==> src/lpddr_pin_consts.vh <==
// Purpose: Constants for the DRAM pin-level command and data interface
// Assumes: 100 MHz mclk_i oversamples the differential clock pair
// Notes:   Summary list follows
//
// Summary of operation
// Sample controls at true-rise clock crossing
// Read data timed to both clock crossings
// Clock enable low stops clocks, buffers, drivers
// Idle banks: precharge power-down; else active power-down
// Clock enable synchronous except self refresh exit
// Decode commands only with chip select low
// Command from row, column, write strobes
// Bank select picks bank for commands
// Bank select picks mode register target
// Address carries row, or column plus bit ten
// Precharge scope bit low: one bank, high: all
// Large page: row bits 0-11, column 0-8
// Small page: row bits 0-12, column 0-7
// High write mask discards the byte
// Masks sampled on both strobe edges
// Mask n governs byte lane n
// Device drives strobes on reads only
// Read strobe edges aligned with data
// Strobe n serves byte lane n
// Bank select 2: extended, 1: status register
// Data and strobes released when not reading
// Controller closes banks before self refresh
`ifndef LPDDR_PIN_CONSTS_VH
`define LPDDR_PIN_CONSTS_VH
`define CMD_NOP        3'h7
`define CMD_ACTIVATE   3'h3
`define CMD_READ       3'h5
`define CMD_WRITE      3'h4
`define CMD_TERMINATE  3'h6
`define CMD_PRECHARGE  3'h2
`define CMD_REFRESH    3'h1
`define CMD_MODE       3'h0
`define SEL_MODE_REG   2'h0
`define SEL_STATUS_REG 2'h1
`define SEL_EXT_MODE   2'h2
`define SCOPE_BIT      10
`define BURST_DEFAULT  4'h4
`define CL_DEFAULT     2'h3
`define STATUS_WORD    32'h0000_0000
`endif

==> src/lpddr_pin_if.v <==
// Purpose: Device-side command decode, bank state, power states, read burst
// Assumes: All pins asynchronous to mclk_i; link clock about 160 ns period
// Notes:   Array is a small flip-flop store indexed by bank and column
`timescale 1ns/1ps
`include "lpddr_pin_consts.vh"
module lpddr_pin_if #(
    parameter ROW_W   = 13,
    parameter COL_W   = 9,
    parameter BIG_PAGE = 1,
    parameter MEM_AW  = 4
) (
    input  wire        mclk_i,            // System clock
    input  wire        rstn_i,            // Sync reset, active low
    input  wire        diff_clock_pair_i, // True clock of pair
    input  wire        cke_i,             // Clock enable
    input  wire        cs_n_i,            // Chip select, low active
    input  wire        ras_n_i,           // Row strobe
    input  wire        cas_n_i,           // Column strobe
    input  wire        we_n_i,            // Write strobe
    input  wire [1:0]  bank_select_i,     // Bank select
    input  wire [12:0] addr_i,            // Multiplexed address
    input  wire [31:0] data_lines_i,      // Data in
    input  wire [3:0]  byte_write_mask_i, // Write masks
    input  wire [3:0]  byte_data_strobe_i,// Strobes in
    output reg  [31:0] data_lines_o,      // Data out
    output reg         data_lines_oe_o,   // Data drive enable
    output reg  [3:0]  byte_data_strobe_o,// Strobes out
    output reg  [3:0]  byte_data_strobe_oe_o, // Strobe drive enable
    output reg  [3:0]  bank_open_o,       // Row open per bank
    output reg  [1:0]  power_state_o,     // 0 run,1 pre pd,2 act pd,3 self ref
    output reg         read_stall_o       // Read word held by buffer
);
// ----------------------------------------------------------------
// Input synchronisers
// ----------------------------------------------------------------
// Two flip-flops per pin before any logic reads it
reg        ck_s1_q;
reg        ck_s2_q;
reg        cke_s1_q;
reg        cke_s2_q;
reg        cs_s1_q;
reg        cs_s2_q;
reg [2:0]  cmd_s1_q;
reg [2:0]  cmd_s2_q;
reg [1:0]  ba_s1_q;
reg [1:0]  ba_s2_q;
reg [12:0] a_s1_q;
reg [12:0] a_s2_q;
reg [31:0] dq_s1_q;
reg [31:0] dq_s2_q;
reg [3:0]  dm_s1_q;
reg [3:0]  dm_s2_q;
reg [3:0]  dqs_s1_q;
reg [3:0]  dqs_s2_q;
reg [3:0]  dqs_prev_q;
reg        clk_prev_q;
wire        ck    = ck_s2_q;
wire        cke   = cke_s2_q;
wire        cs_n  = cs_s2_q;
wire [2:0]  cmd   = cmd_s2_q;
wire [1:0]  ba    = ba_s2_q;
wire [12:0] a     = a_s2_q;
wire [31:0] dq_in = dq_s2_q;
wire [3:0]  dm    = dm_s2_q;

always @(posedge mclk_i) begin
    ck_s1_q  <= diff_clock_pair_i;
    cke_s1_q <= cke_i;
    cs_s1_q  <= cs_n_i;
    cmd_s1_q <= {ras_n_i, cas_n_i, we_n_i};
    ba_s1_q  <= bank_select_i;
    a_s1_q   <= addr_i;
    dq_s1_q  <= data_lines_i;
    dm_s1_q  <= byte_write_mask_i;
    dqs_s1_q <= byte_data_strobe_i;
    ck_s2_q  <= ck_s1_q;
    cke_s2_q <= cke_s1_q;
    cs_s2_q  <= cs_s1_q;
    cmd_s2_q <= cmd_s1_q;
    ba_s2_q  <= ba_s1_q;
    a_s2_q   <= a_s1_q;
    dq_s2_q  <= dq_s1_q;
    dm_s2_q  <= dm_s1_q;
    dqs_s2_q <= dqs_s1_q;
end
// ----------------------------------------------------------------
// Clock crossing detection
// ----------------------------------------------------------------
always @(posedge mclk_i) begin
    if (!rstn_i) begin
        clk_prev_q <= 1'b0;
        dqs_prev_q <= 4'h0;
    end else begin
        clk_prev_q <= ck;
        dqs_prev_q <= dqs_s2_q;
    end
end
wire ck_rise = ck & ~clk_prev_q;
wire ck_fall = ~ck & clk_prev_q;
wire ck_edge = ck_rise | ck_fall;
// ----------------------------------------------------------------
// Power state
// ----------------------------------------------------------------
localparam PS_RUN = 2'h0;
localparam PS_PPD = 2'h1;
localparam PS_APD = 2'h2;
localparam PS_SR  = 2'h3;
reg  [1:0] ps_q;
reg        cke_prev_q;
wire       all_idle = ~|bank_open_o;
wire [2:0] cmd_now = cs_n ? `CMD_NOP : cmd;
wire       running = (ps_q == PS_RUN);
wire       dec_en  = ck_rise & running & cke & cke_prev_q & ~cs_n;
always @(posedge mclk_i) begin
    if (!rstn_i) begin
        ps_q       <= PS_RUN;
        cke_prev_q <= 1'b1;
    end else begin
        if (ps_q == PS_SR && cke) begin
            ps_q <= PS_RUN;
        end else if (ck_rise) begin
            cke_prev_q <= cke;
            case (ps_q)
                PS_RUN: begin
                    if (!cke && cke_prev_q) begin
                        if (!all_idle)
                            ps_q <= PS_APD;
                        else if (!cs_n && cmd == `CMD_REFRESH)
                            ps_q <= PS_SR;
                        else
                            ps_q <= PS_PPD;
                    end
                end
                PS_PPD, PS_APD: begin
                    if (cke)
                        ps_q <= PS_RUN;
                end
                default: ps_q <= ps_q;
            endcase
        end
    end
end

// ----------------------------------------------------------------
// Power state output
// ----------------------------------------------------------------
always @(posedge mclk_i) begin
    if (!rstn_i)
        power_state_o <= PS_RUN;
    else
        power_state_o <= ps_q;
end

// ----------------------------------------------------------------
// Command decode
// ----------------------------------------------------------------
wire       is_act  = dec_en && (cmd_now == `CMD_ACTIVATE);
wire       is_pre  = dec_en && (cmd_now == `CMD_PRECHARGE);
wire       is_rd   = dec_en && (cmd_now == `CMD_READ);
wire       is_wr   = dec_en && (cmd_now == `CMD_WRITE);
wire       is_rdwr = is_rd | is_wr;
wire       is_term = dec_en && (cmd_now == `CMD_TERMINATE);
wire       is_mode = dec_en && (cmd_now == `CMD_MODE);
wire       is_srr  = is_mode && (ba == `SEL_STATUS_REG);
// ----------------------------------------------------------------
// Mode registers and banks
// ----------------------------------------------------------------
reg [12:0] mode_q;
reg [12:0] ext_mode_q;
reg [ROW_W-1:0] row_q [0:3];
wire [3:0] burst_len = (mode_q[2:0] == 3'h1) ? 4'h2 :
                       (mode_q[2:0] == 3'h3) ? 4'h8 : `BURST_DEFAULT;
wire [1:0] cas_lat = (mode_q[6:4] == 3'h2) ? 2'h2 : `CL_DEFAULT;

wire [ROW_W-1:0] row_addr = BIG_PAGE ? {1'b0, a[11:0]} : a[ROW_W-1:0];
wire [COL_W-1:0] col_addr = BIG_PAGE ? a[8:0] : {1'b0, a[7:0]};
// ----------------------------------------------------------------
// Bank state
// ----------------------------------------------------------------
wire [3:0] bank_hit = 4'h1 << ba;
wire       auto_pc  = a[`SCOPE_BIT];
wire [3:0] open_d;
genvar gb;
generate
    for (gb = 0; gb < 4; gb = gb + 1) begin : g_bank
        // Activate opens; precharge or auto precharge closes
        wire close_pre = is_pre & (auto_pc | bank_hit[gb]);
        wire close_apc = is_rdwr & auto_pc & bank_hit[gb];
        assign open_d[gb] = (is_act & bank_hit[gb]) |
                            (bank_open_o[gb] & ~close_pre & ~close_apc);
    end
endgenerate

always @(posedge mclk_i) begin
    if (!rstn_i)
        bank_open_o <= 4'h0;
    else
        bank_open_o <= open_d;
end

always @(posedge mclk_i) begin
    if (is_act)
        row_q[ba] <= row_addr;
end

// ----------------------------------------------------------------
// Mode register load
// ----------------------------------------------------------------
reg sr_read_q;
always @(posedge mclk_i) begin
    if (!rstn_i) begin
        mode_q     <= 13'h0032 | {9'h000, `BURST_DEFAULT == 4'h4 ? 4'h2 : 4'h1};
        ext_mode_q <= 13'h0020;
    end else if (is_mode) begin
        case (ba)
            `SEL_MODE_REG: mode_q     <= a;
            `SEL_EXT_MODE: ext_mode_q <= a;
            default: ;
        endcase
    end
end
// ----------------------------------------------------------------
// Storage and write capture
// ----------------------------------------------------------------
reg [31:0] mem_q [0:(1<<MEM_AW)-1];
reg [MEM_AW-1:0] wr_ptr_q;
reg [3:0]  wr_left_q;
wire [3:0] dqs_edge = dqs_s2_q ^ dqs_prev_q;
wire [MEM_AW-1:0] base_idx = {ba, col_addr[MEM_AW-3:0]};
always @(posedge mclk_i) begin
    if (!rstn_i) begin
        wr_ptr_q  <= {MEM_AW{1'b0}};
        wr_left_q <= 4'h0;
    end else if (is_wr) begin
        wr_ptr_q  <= base_idx;
        wr_left_q <= burst_len;
    end else if (wr_left_q != 4'h0 && dqs_edge[0]) begin
        wr_ptr_q  <= wr_ptr_q + {{(MEM_AW-1){1'b0}}, 1'b1};
        wr_left_q <= wr_left_q - 4'h1;
    end
end
// ----------------------------------------------------------------
// Write merge
// ----------------------------------------------------------------
wire [31:0] wr_word;
wire        wr_any = (wr_left_q != 4'h0) && (dqs_edge != 4'h0);
genvar gl;
generate
    for (gl = 0; gl < 4; gl = gl + 1) begin : g_lane
        // Lane gl uses mask gl and strobe gl; other lanes keep old bytes
        wire lane_keep = (wr_left_q != 4'h0) && dqs_edge[gl] && !dm[gl];
        assign wr_word[gl*8+7:gl*8] = lane_keep ? dq_in[gl*8+7:gl*8] :
                                                  mem_q[wr_ptr_q][gl*8+7:gl*8];
    end
endgenerate

always @(posedge mclk_i) begin
    if (wr_any)
        mem_q[wr_ptr_q] <= wr_word;
end
// ----------------------------------------------------------------
// Read burst and two-entry output buffer
// ----------------------------------------------------------------
reg [3:0]  rd_left_q;
reg [1:0]  rd_wait_q;
reg [MEM_AW-1:0] rd_ptr_q;
reg [31:0] buf_q [0:1];
reg [1:0]  buf_cnt_q;
reg        buf_rd_q;
reg        buf_wr_q;
wire       src_valid = (rd_left_q != 4'h0) && (rd_wait_q == 2'h0);
wire       src_ready = (buf_cnt_q != 2'h2);
wire       src_push  = src_valid & src_ready & ck_edge;
wire       snk_pop   = (buf_cnt_q != 2'h0) & ck_edge & running;
always @(posedge mclk_i) begin
    if (!rstn_i) begin
        rd_left_q <= 4'h0;
        rd_wait_q <= 2'h0;
        rd_ptr_q  <= {MEM_AW{1'b0}};
        sr_read_q <= 1'b0;
    end else if (is_rd || is_srr) begin
        rd_left_q <= is_rd ? burst_len : 4'h2;
        rd_wait_q <= cas_lat - 2'h1;
        rd_ptr_q  <= base_idx;
        sr_read_q <= is_srr;
    end else if (is_term || is_wr) begin
        rd_left_q <= 4'h0;
    end else if (ck_rise && rd_wait_q != 2'h0) begin
        rd_wait_q <= rd_wait_q - 2'h1;
    end else if (src_push) begin
        rd_left_q <= rd_left_q - 4'h1;
        rd_ptr_q  <= rd_ptr_q + {{(MEM_AW-1){1'b0}}, 1'b1};
    end
end

// ----------------------------------------------------------------
// Output buffer
// ----------------------------------------------------------------
always @(posedge mclk_i) begin
    if (!rstn_i) begin
        buf_cnt_q <= 2'h0;
        buf_rd_q  <= 1'b0;
        buf_wr_q  <= 1'b0;
    end else begin
        if (src_push) begin
            buf_q[buf_wr_q] <= sr_read_q ? `STATUS_WORD : mem_q[rd_ptr_q];
            buf_wr_q        <= ~buf_wr_q;
        end
        if (snk_pop)
            buf_rd_q <= ~buf_rd_q;
        case ({src_push, snk_pop})
            2'b10:   buf_cnt_q <= buf_cnt_q + 2'h1;
            2'b01:   buf_cnt_q <= buf_cnt_q - 2'h1;
            default: buf_cnt_q <= buf_cnt_q;
        endcase
    end
end
// ----------------------------------------------------------------
// Pin drive
// ----------------------------------------------------------------
always @(posedge mclk_i) begin
    if (!rstn_i) begin
        data_lines_o          <= 32'h0000_0000;
        data_lines_oe_o       <= 1'b0;
        byte_data_strobe_o    <= 4'h0;
        byte_data_strobe_oe_o <= 4'h0;
        read_stall_o          <= 1'b0;
    end else begin
        read_stall_o <= src_valid & ~src_ready;
        if (snk_pop) begin
            data_lines_o       <= buf_q[buf_rd_q];
            data_lines_oe_o    <= 1'b1;
            byte_data_strobe_o <= {4{ck}};
            byte_data_strobe_oe_o <= 4'hf;
        end else if (buf_cnt_q == 2'h0 && !src_valid && ck_edge) begin
            data_lines_oe_o       <= 1'b0;
            byte_data_strobe_oe_o <= 4'h0;
            byte_data_strobe_o    <= 4'h0;
        end else if (!running) begin
            data_lines_oe_o       <= 1'b0;
            byte_data_strobe_oe_o <= 4'h0;
        end
    end
end
endmodule // lpddr_pin_if

==> config.mk <==
export PLATFORM = sky130hd
export DESIGN_NAME = lpddr_pin_if
export DESIGN_NICKNAME = d
export VERILOG_FILES = /design/src/lpddr_pin_if.v
export VERILOG_INCLUDE_DIRS = /design/src
export SDC_FILE = /design/constraint.sdc
export NUM_CORES = 1
export LEC_CHECK = 0
export BUFFER_PORTS_ARGS = -buffer_cell sky130_fd_sc_hd__buf_2
export CAP_MARGIN = 20
export CORE_UTILIZATION = 55
export CTS_BUF_LIST = sky130_fd_sc_hd__clkbuf_4
export DETAILED_ROUTE_END_ITERATION = 16
export PLACE_DENSITY = 0.72
export SYNTH_ARGS = -nofsm -noshare
export SYNTH_HDL_FRONTEND = slang
export SYNTH_SLANG_ARGS = --single-unit
==> constraint.sdc <==
create_clock -name mclk_i -period 8.77 [get_ports mclk_i]
set_input_delay 0.877 -clock mclk_i [delete_from_list [all_inputs] [get_ports mclk_i]]
set_output_delay 0.877 -clock mclk_i [all_outputs]
set_load 0.005 [all_outputs]
; Yosys cells after proc, flatten, opt, wreduce, memory -nomap -nowiden
; Memory sizes are Yosys's and may differ from the RTL's. A register that Yosys moved wholly into a read port is not among the register bits.
; Index checks and enable logic that the tools add are counted.
[op_classes]
addsub = 8
muxes = 46
bitwise_logic = 59
n_shift = 1
n_eq_ne = 26
n_reduce_logical = 63
[ops]
columns = operator, n
row1 = 2-to-1 mux 4 bit, 22
row2 = AND 1 bit, 32
row3 = 2-to-1 mux 32 bit, 1
row4 = 2-to-1 mux 8 bit, 4
row5 = logical AND 1 bit, 23
row6 = NOT 1 bit, 16
row7 = AND reduction 2 bit, 8
row8 = nonzero test 2 bit, 8
row9 = 2-to-1 mux 2 bit, 7
row10 = "== test 3 x 2 -> 1 bit, second input constant", 4
row11 = nonzero test 4 bit, 3
row12 = bitwise OR 1 bit, 10
row13 = "== test 3 bit, second input constant", 3
row14 = 2-to-1 mux 1 bit, 9
row15 = "adder 4 x 1 -> 4 bit, second input constant", 2
row16 = logical NOT 1 bit, 8
row17 = logical NOT 2 bit, 4
row18 = "!= test 2 bit, second input constant", 4
row19 = case mux 2 bit (2 select lines), 2
row20 = "subtractor 4 x 1 -> 4 bit, second input constant", 2
row21 = "== test 2 x 1 -> 1 bit, second input constant", 3
row22 = "== test 2 bit, second input constant", 3
row23 = "== test 3 x 1 -> 1 bit, second input constant", 2
row24 = "subtractor 2 x 1 -> 2 bit, second input constant", 3
row25 = 15 further kinds, 20
[totals]
out_inout_bits = 48
memories = 2
wordCells = 243
register_bits = 172
ram_bits = 576
[mem_list]
columns = name, depth, width, read_ports, rd_ports_with_merged_regs, write_ports, line_no
row1 = mem_q, 16, 32, 1, 1, 1, lpddr_pin_if.v:225  ; reg [31:0] mem_q [0:(1<<MEM_AW)-1];
row2 = buf_q, 2, 32, 1, 1, 1, lpddr_pin_if.v:267  ; reg [31:0] buf_q [0:1];

; Logic depth before layout (Yosys ltp)
[logic_depth]
ltp_word = 13
depth_mapped = 10

; Worst setup path before layout
; Ideal clock, no wire load.
[synth_path]
kind = input to register
startpoint = input port rstn_i
endpoint = memory buf_q[0][0], enable pin
slack_ns = 4.523
t_required_ns = 8.309
arrival_ns = 3.786
setup_time_ns = 0.461
stages = 4
path_cell_list = clkbuf_1 clkinv_1 clkbuf_1 nor3_1
[synth_via]
elab_chain_cells = 2
[synth_lines]
columns = element, line_no
row1 = from (decl), lpddr_pin_if.v:13  ; input wire rstn_i,
row2 = 2-to-1 mux 1 bit, lpddr_pin_if.v:300  ; if (!rstn_i) begin
row3 = 2-to-1 mux 1 bit, lpddr_pin_if.v:306  ; buf_q[buf_wr_q] <= sr_read_q ? `STATUS_WORD : mem_q[rd_ptr_q];
row4 = to (decl), lpddr_pin_if.v:267
; Every way passes these cells.

==> results.cfg <==
[run_status]
outcome = finished, final reports clean

[place]
placed_wire_length_estimate_mm = 33.06
place_congestion = 0.8329
place.port_buffers = 104
post_dp_cell_area_mm2 = 0.02895
post-place-cells = 2205
preCtsSetupSlack_ps = 5507

[synthesis]
post-synth-top-count-cell = edfxtp_1
yosysWarnings = 0
net_count_synth = 1587
netlist-cell-type-count = 66
seq_area_frac_synth_pct = 75.80
mean_instance_size_in_the_synthesized_netlist_um2 = 18.43
synthTopCellsByCount = 576 x edfxtp_1, 192 x dfxtp_1, 128 x mux4_2
synth_largest_area_cell = edfxtp_1
area_fraction_of_the_dominant_cell_type_after_synthesis_pct = 62.02
yosys-top-cells-area = edfxtp_1 62%, dfxtp_1 14%, mux4_2 10%
ys_dominant_reg_cell = edfxtp_1
number_of_cells_produced_by_synthesis = 1513
async_reset_ff_share_pct = 0
ys_ff_latch = 768
synth_enable_flop_cells = 576
synth_area_mm2 = 0.02789

[grt]
grt_pass1_wl_mm = 84.04
number_of_global_route_vias_before_repair = 14900
initial_antenna_violation_count = 2
grt_max_degree = 91
grt_usage_pct = 22.40
grt_remaining_overflow = 0

[sta]
finalSetupTns_ps = 0
hold-worst-slack_ps = 274.3
final-max-slew-violation-count = 0
finalSetupViolCount = 0
timing_hold_violations_final = 0
rsz0062_at_grt = false
timing.clock.skew_ps = 50.61
timing.final.crit_share_pct = 37.15
post-route-min-period_ps = 3258
timing_worst_slew_pin_value_ps = 1053
worst_slack_ps = 5512
slew_headroom_pct = 29.55
max_freq_mhz = 306.9

[clock_network]
clock_tree_sinks = 768
tritoncts_clock_tree = done
tritoncts.num_buffers = 186
clock_tree.htree_level_count = 4
root_buffer = clkbuf_4
cts_buffer_depth = 3
cts.reportedPaths.clkPinSlew_ps = 60
postCtsSetupBuffers = 0
clock_insertion_delay_worst_skew_ps = 1040

[critical_path]
critical_path_class = reg -> reg
critPathMaxFanout = 48
cp-end-kind = flip-flop
critPathLaunchType = flip-flop
crit_arrival_ps = 3900
worst_ep_required_time_ps = 9420

[floorplanning]
placementRows = 82
die-area_mm2 = 0.05161
die_height_um = 227.2
initial_core_utilization_pct = 55.70
fp.coreArea_mm2 = 0.05007
die_w_um = 227.2
io_pins = 111

[power]
total_power_mw = 8.695
netSwitchingPower_mw = 2.235
comb_power_share_pct = 14.9
sw_frac_of_total_pct = 25.70
power.sequential.fraction_pct = 49.5
power_density_mw_per_mm2 = 270.9
intPower_mw = 6.460
static-leakage-power_nw = 10.61
vdd.ir_drop.worst_uv = 211.7
p_clk_share_pct = 35.6

[layout]
postLayoutCoreUtil_pct = 64.12
final_area_mm2 = 0.03210
design.final.nets = 1851
instances_no_fill = 2606
syn_to_final_growth_pct = 15.11
n_fill_cell = 3527
post_route_cells_drive_above_1_share_pct = 29.41

[drt]
drc = 0
first_pass_iters = 7
avgViaCountPerCell = 5.572
first_iter_violations = 1266
antenna_violating_nets_post_route = 0
dr_total_vias = 14520
drt-wirelength-per-cell_um = 21.41
routed_wirelength_mm = 55.80

[job]
max_cap_violations = 0

[worst_hold_path]
holdCritPathClass = in -> reg
[registers in the layout, indices dropped and copies added, names as in the netlist, 3 cells and up, named ones only]
| name | flops |
|---|---|
| a | 7 |
| buf_q | 64 |
| mem_q | 512 |
| dq_s1_q | 32 |
| rd_ptr_q | 4 |
| mode_q | 6 |
| wr_ptr_q | 4 |
| dqs_s1_q | 4 |
| dm_s1_q | 4 |
| a_s1_q | 7 |
| dq_in | 32 |
| wr_left_q | 4 |
| dqs_s2_q | 4 |
| rd_left_q | 4 |
| bank_open_o | 4 |
| dm | 4 |
| cmd_s1_q | 3 |
| dqs_prev_q | 4 |
| data_lines_o | 32 |
| cmd | 3 |
[placed cells by master (no fill, tap or decap), types with 7 or more instances in the layout]
master,count
dlygate4sd3_1,55
nand3_1,11
ha_1,11
bufinv_16,7
buf_2,104
a21oi_1,16
inv_1,19
o22ai_1,32
a211oi_1,39
or3_1,7
o21ai_0,12
nor3_1,10
xnor2_1,11
clkinv_1,36
nand2_1,31
dfxtp_1,188
clkbuf_4,286
mux4_2,128
edfxtp_1,576
nor2b_1,7
mux2i_1,102
nor2_1,127
[cells by family after synthesis]
logic type,Yosys count,synth area share [%]
simple gates,240,4.119
flops,768,75.80
buf+inv,112,1.700
xor+xnor,15,0.4710
compound gates,137,3.419
mux,230,14.00
fa+ha+maj,11,0.4935
[cell type report]
| type | count | area (µm²) | share of cell area [%] |
|---|---|---|---|
| tap | 672 | 840.8 | 2.619 |
| sequential | 768 | 21150 | 65.89 |
| inverter | 21 | 78.83 | 0.2455 |
| clock inverter | 56 | 431.7 | 1.345 |
| timing repair buffer | 167 | 1156 | 3.601 |
| clock buffer | 286 | 2147 | 6.688 |
| antenna | 3 | 7.507 | 0.02339 |
| multi-input combinational | 633 | 6287 | 19.59 |
[timing repair]
item,in CTS,in global routing
hold buffers,55,0
endpoints found under the hold margin,55,0
gates resized for setup,0,0
[path summary, 6_finish.rpt]
kind,start,to,slack (ps),depth (start not counted)
min,rstn_i,mode_q[5],270,2
max,flip-flop,buf_q[0][27],5510,5
min reg2reg,dqs_s1_q[1],dqs_s2_q[1],300,0
max reg2reg,flip-flop,buf_q[0][27],5510,5
[worst max-delay path, stage by stage (launching register included)]
cell     delay, ps
dfxtp_4        720
buf_4          630
buf_4          690
mux4_2         420
mux2i_1        190
o22ai_1        200
[power by group through the flow]
| stage | combinational, mW | sequential, mW | clock (mW) |
|---|---|---|---|
| CTS | 1.31 | 4.31 | 3.16 |
| floorplan | 1.01 | 4.30 | 0 |
| global route | 1.41 | 4.34 | 3.34 |
| global placement | 1.26 | 4.38 | 0 |
| detailed placement | 1.29 | 4.39 | 0 |
| finish | 1.30 | 4.31 | 3.09 |
[metal layers]
layer	share of wire, %	track usage, %
met5	0	0
met2	49	36.02
met3	7.7	6.905
met1	41	28.45
met4	2.3	9.158
Note: power is estimated with default switching activity, not from simulation.
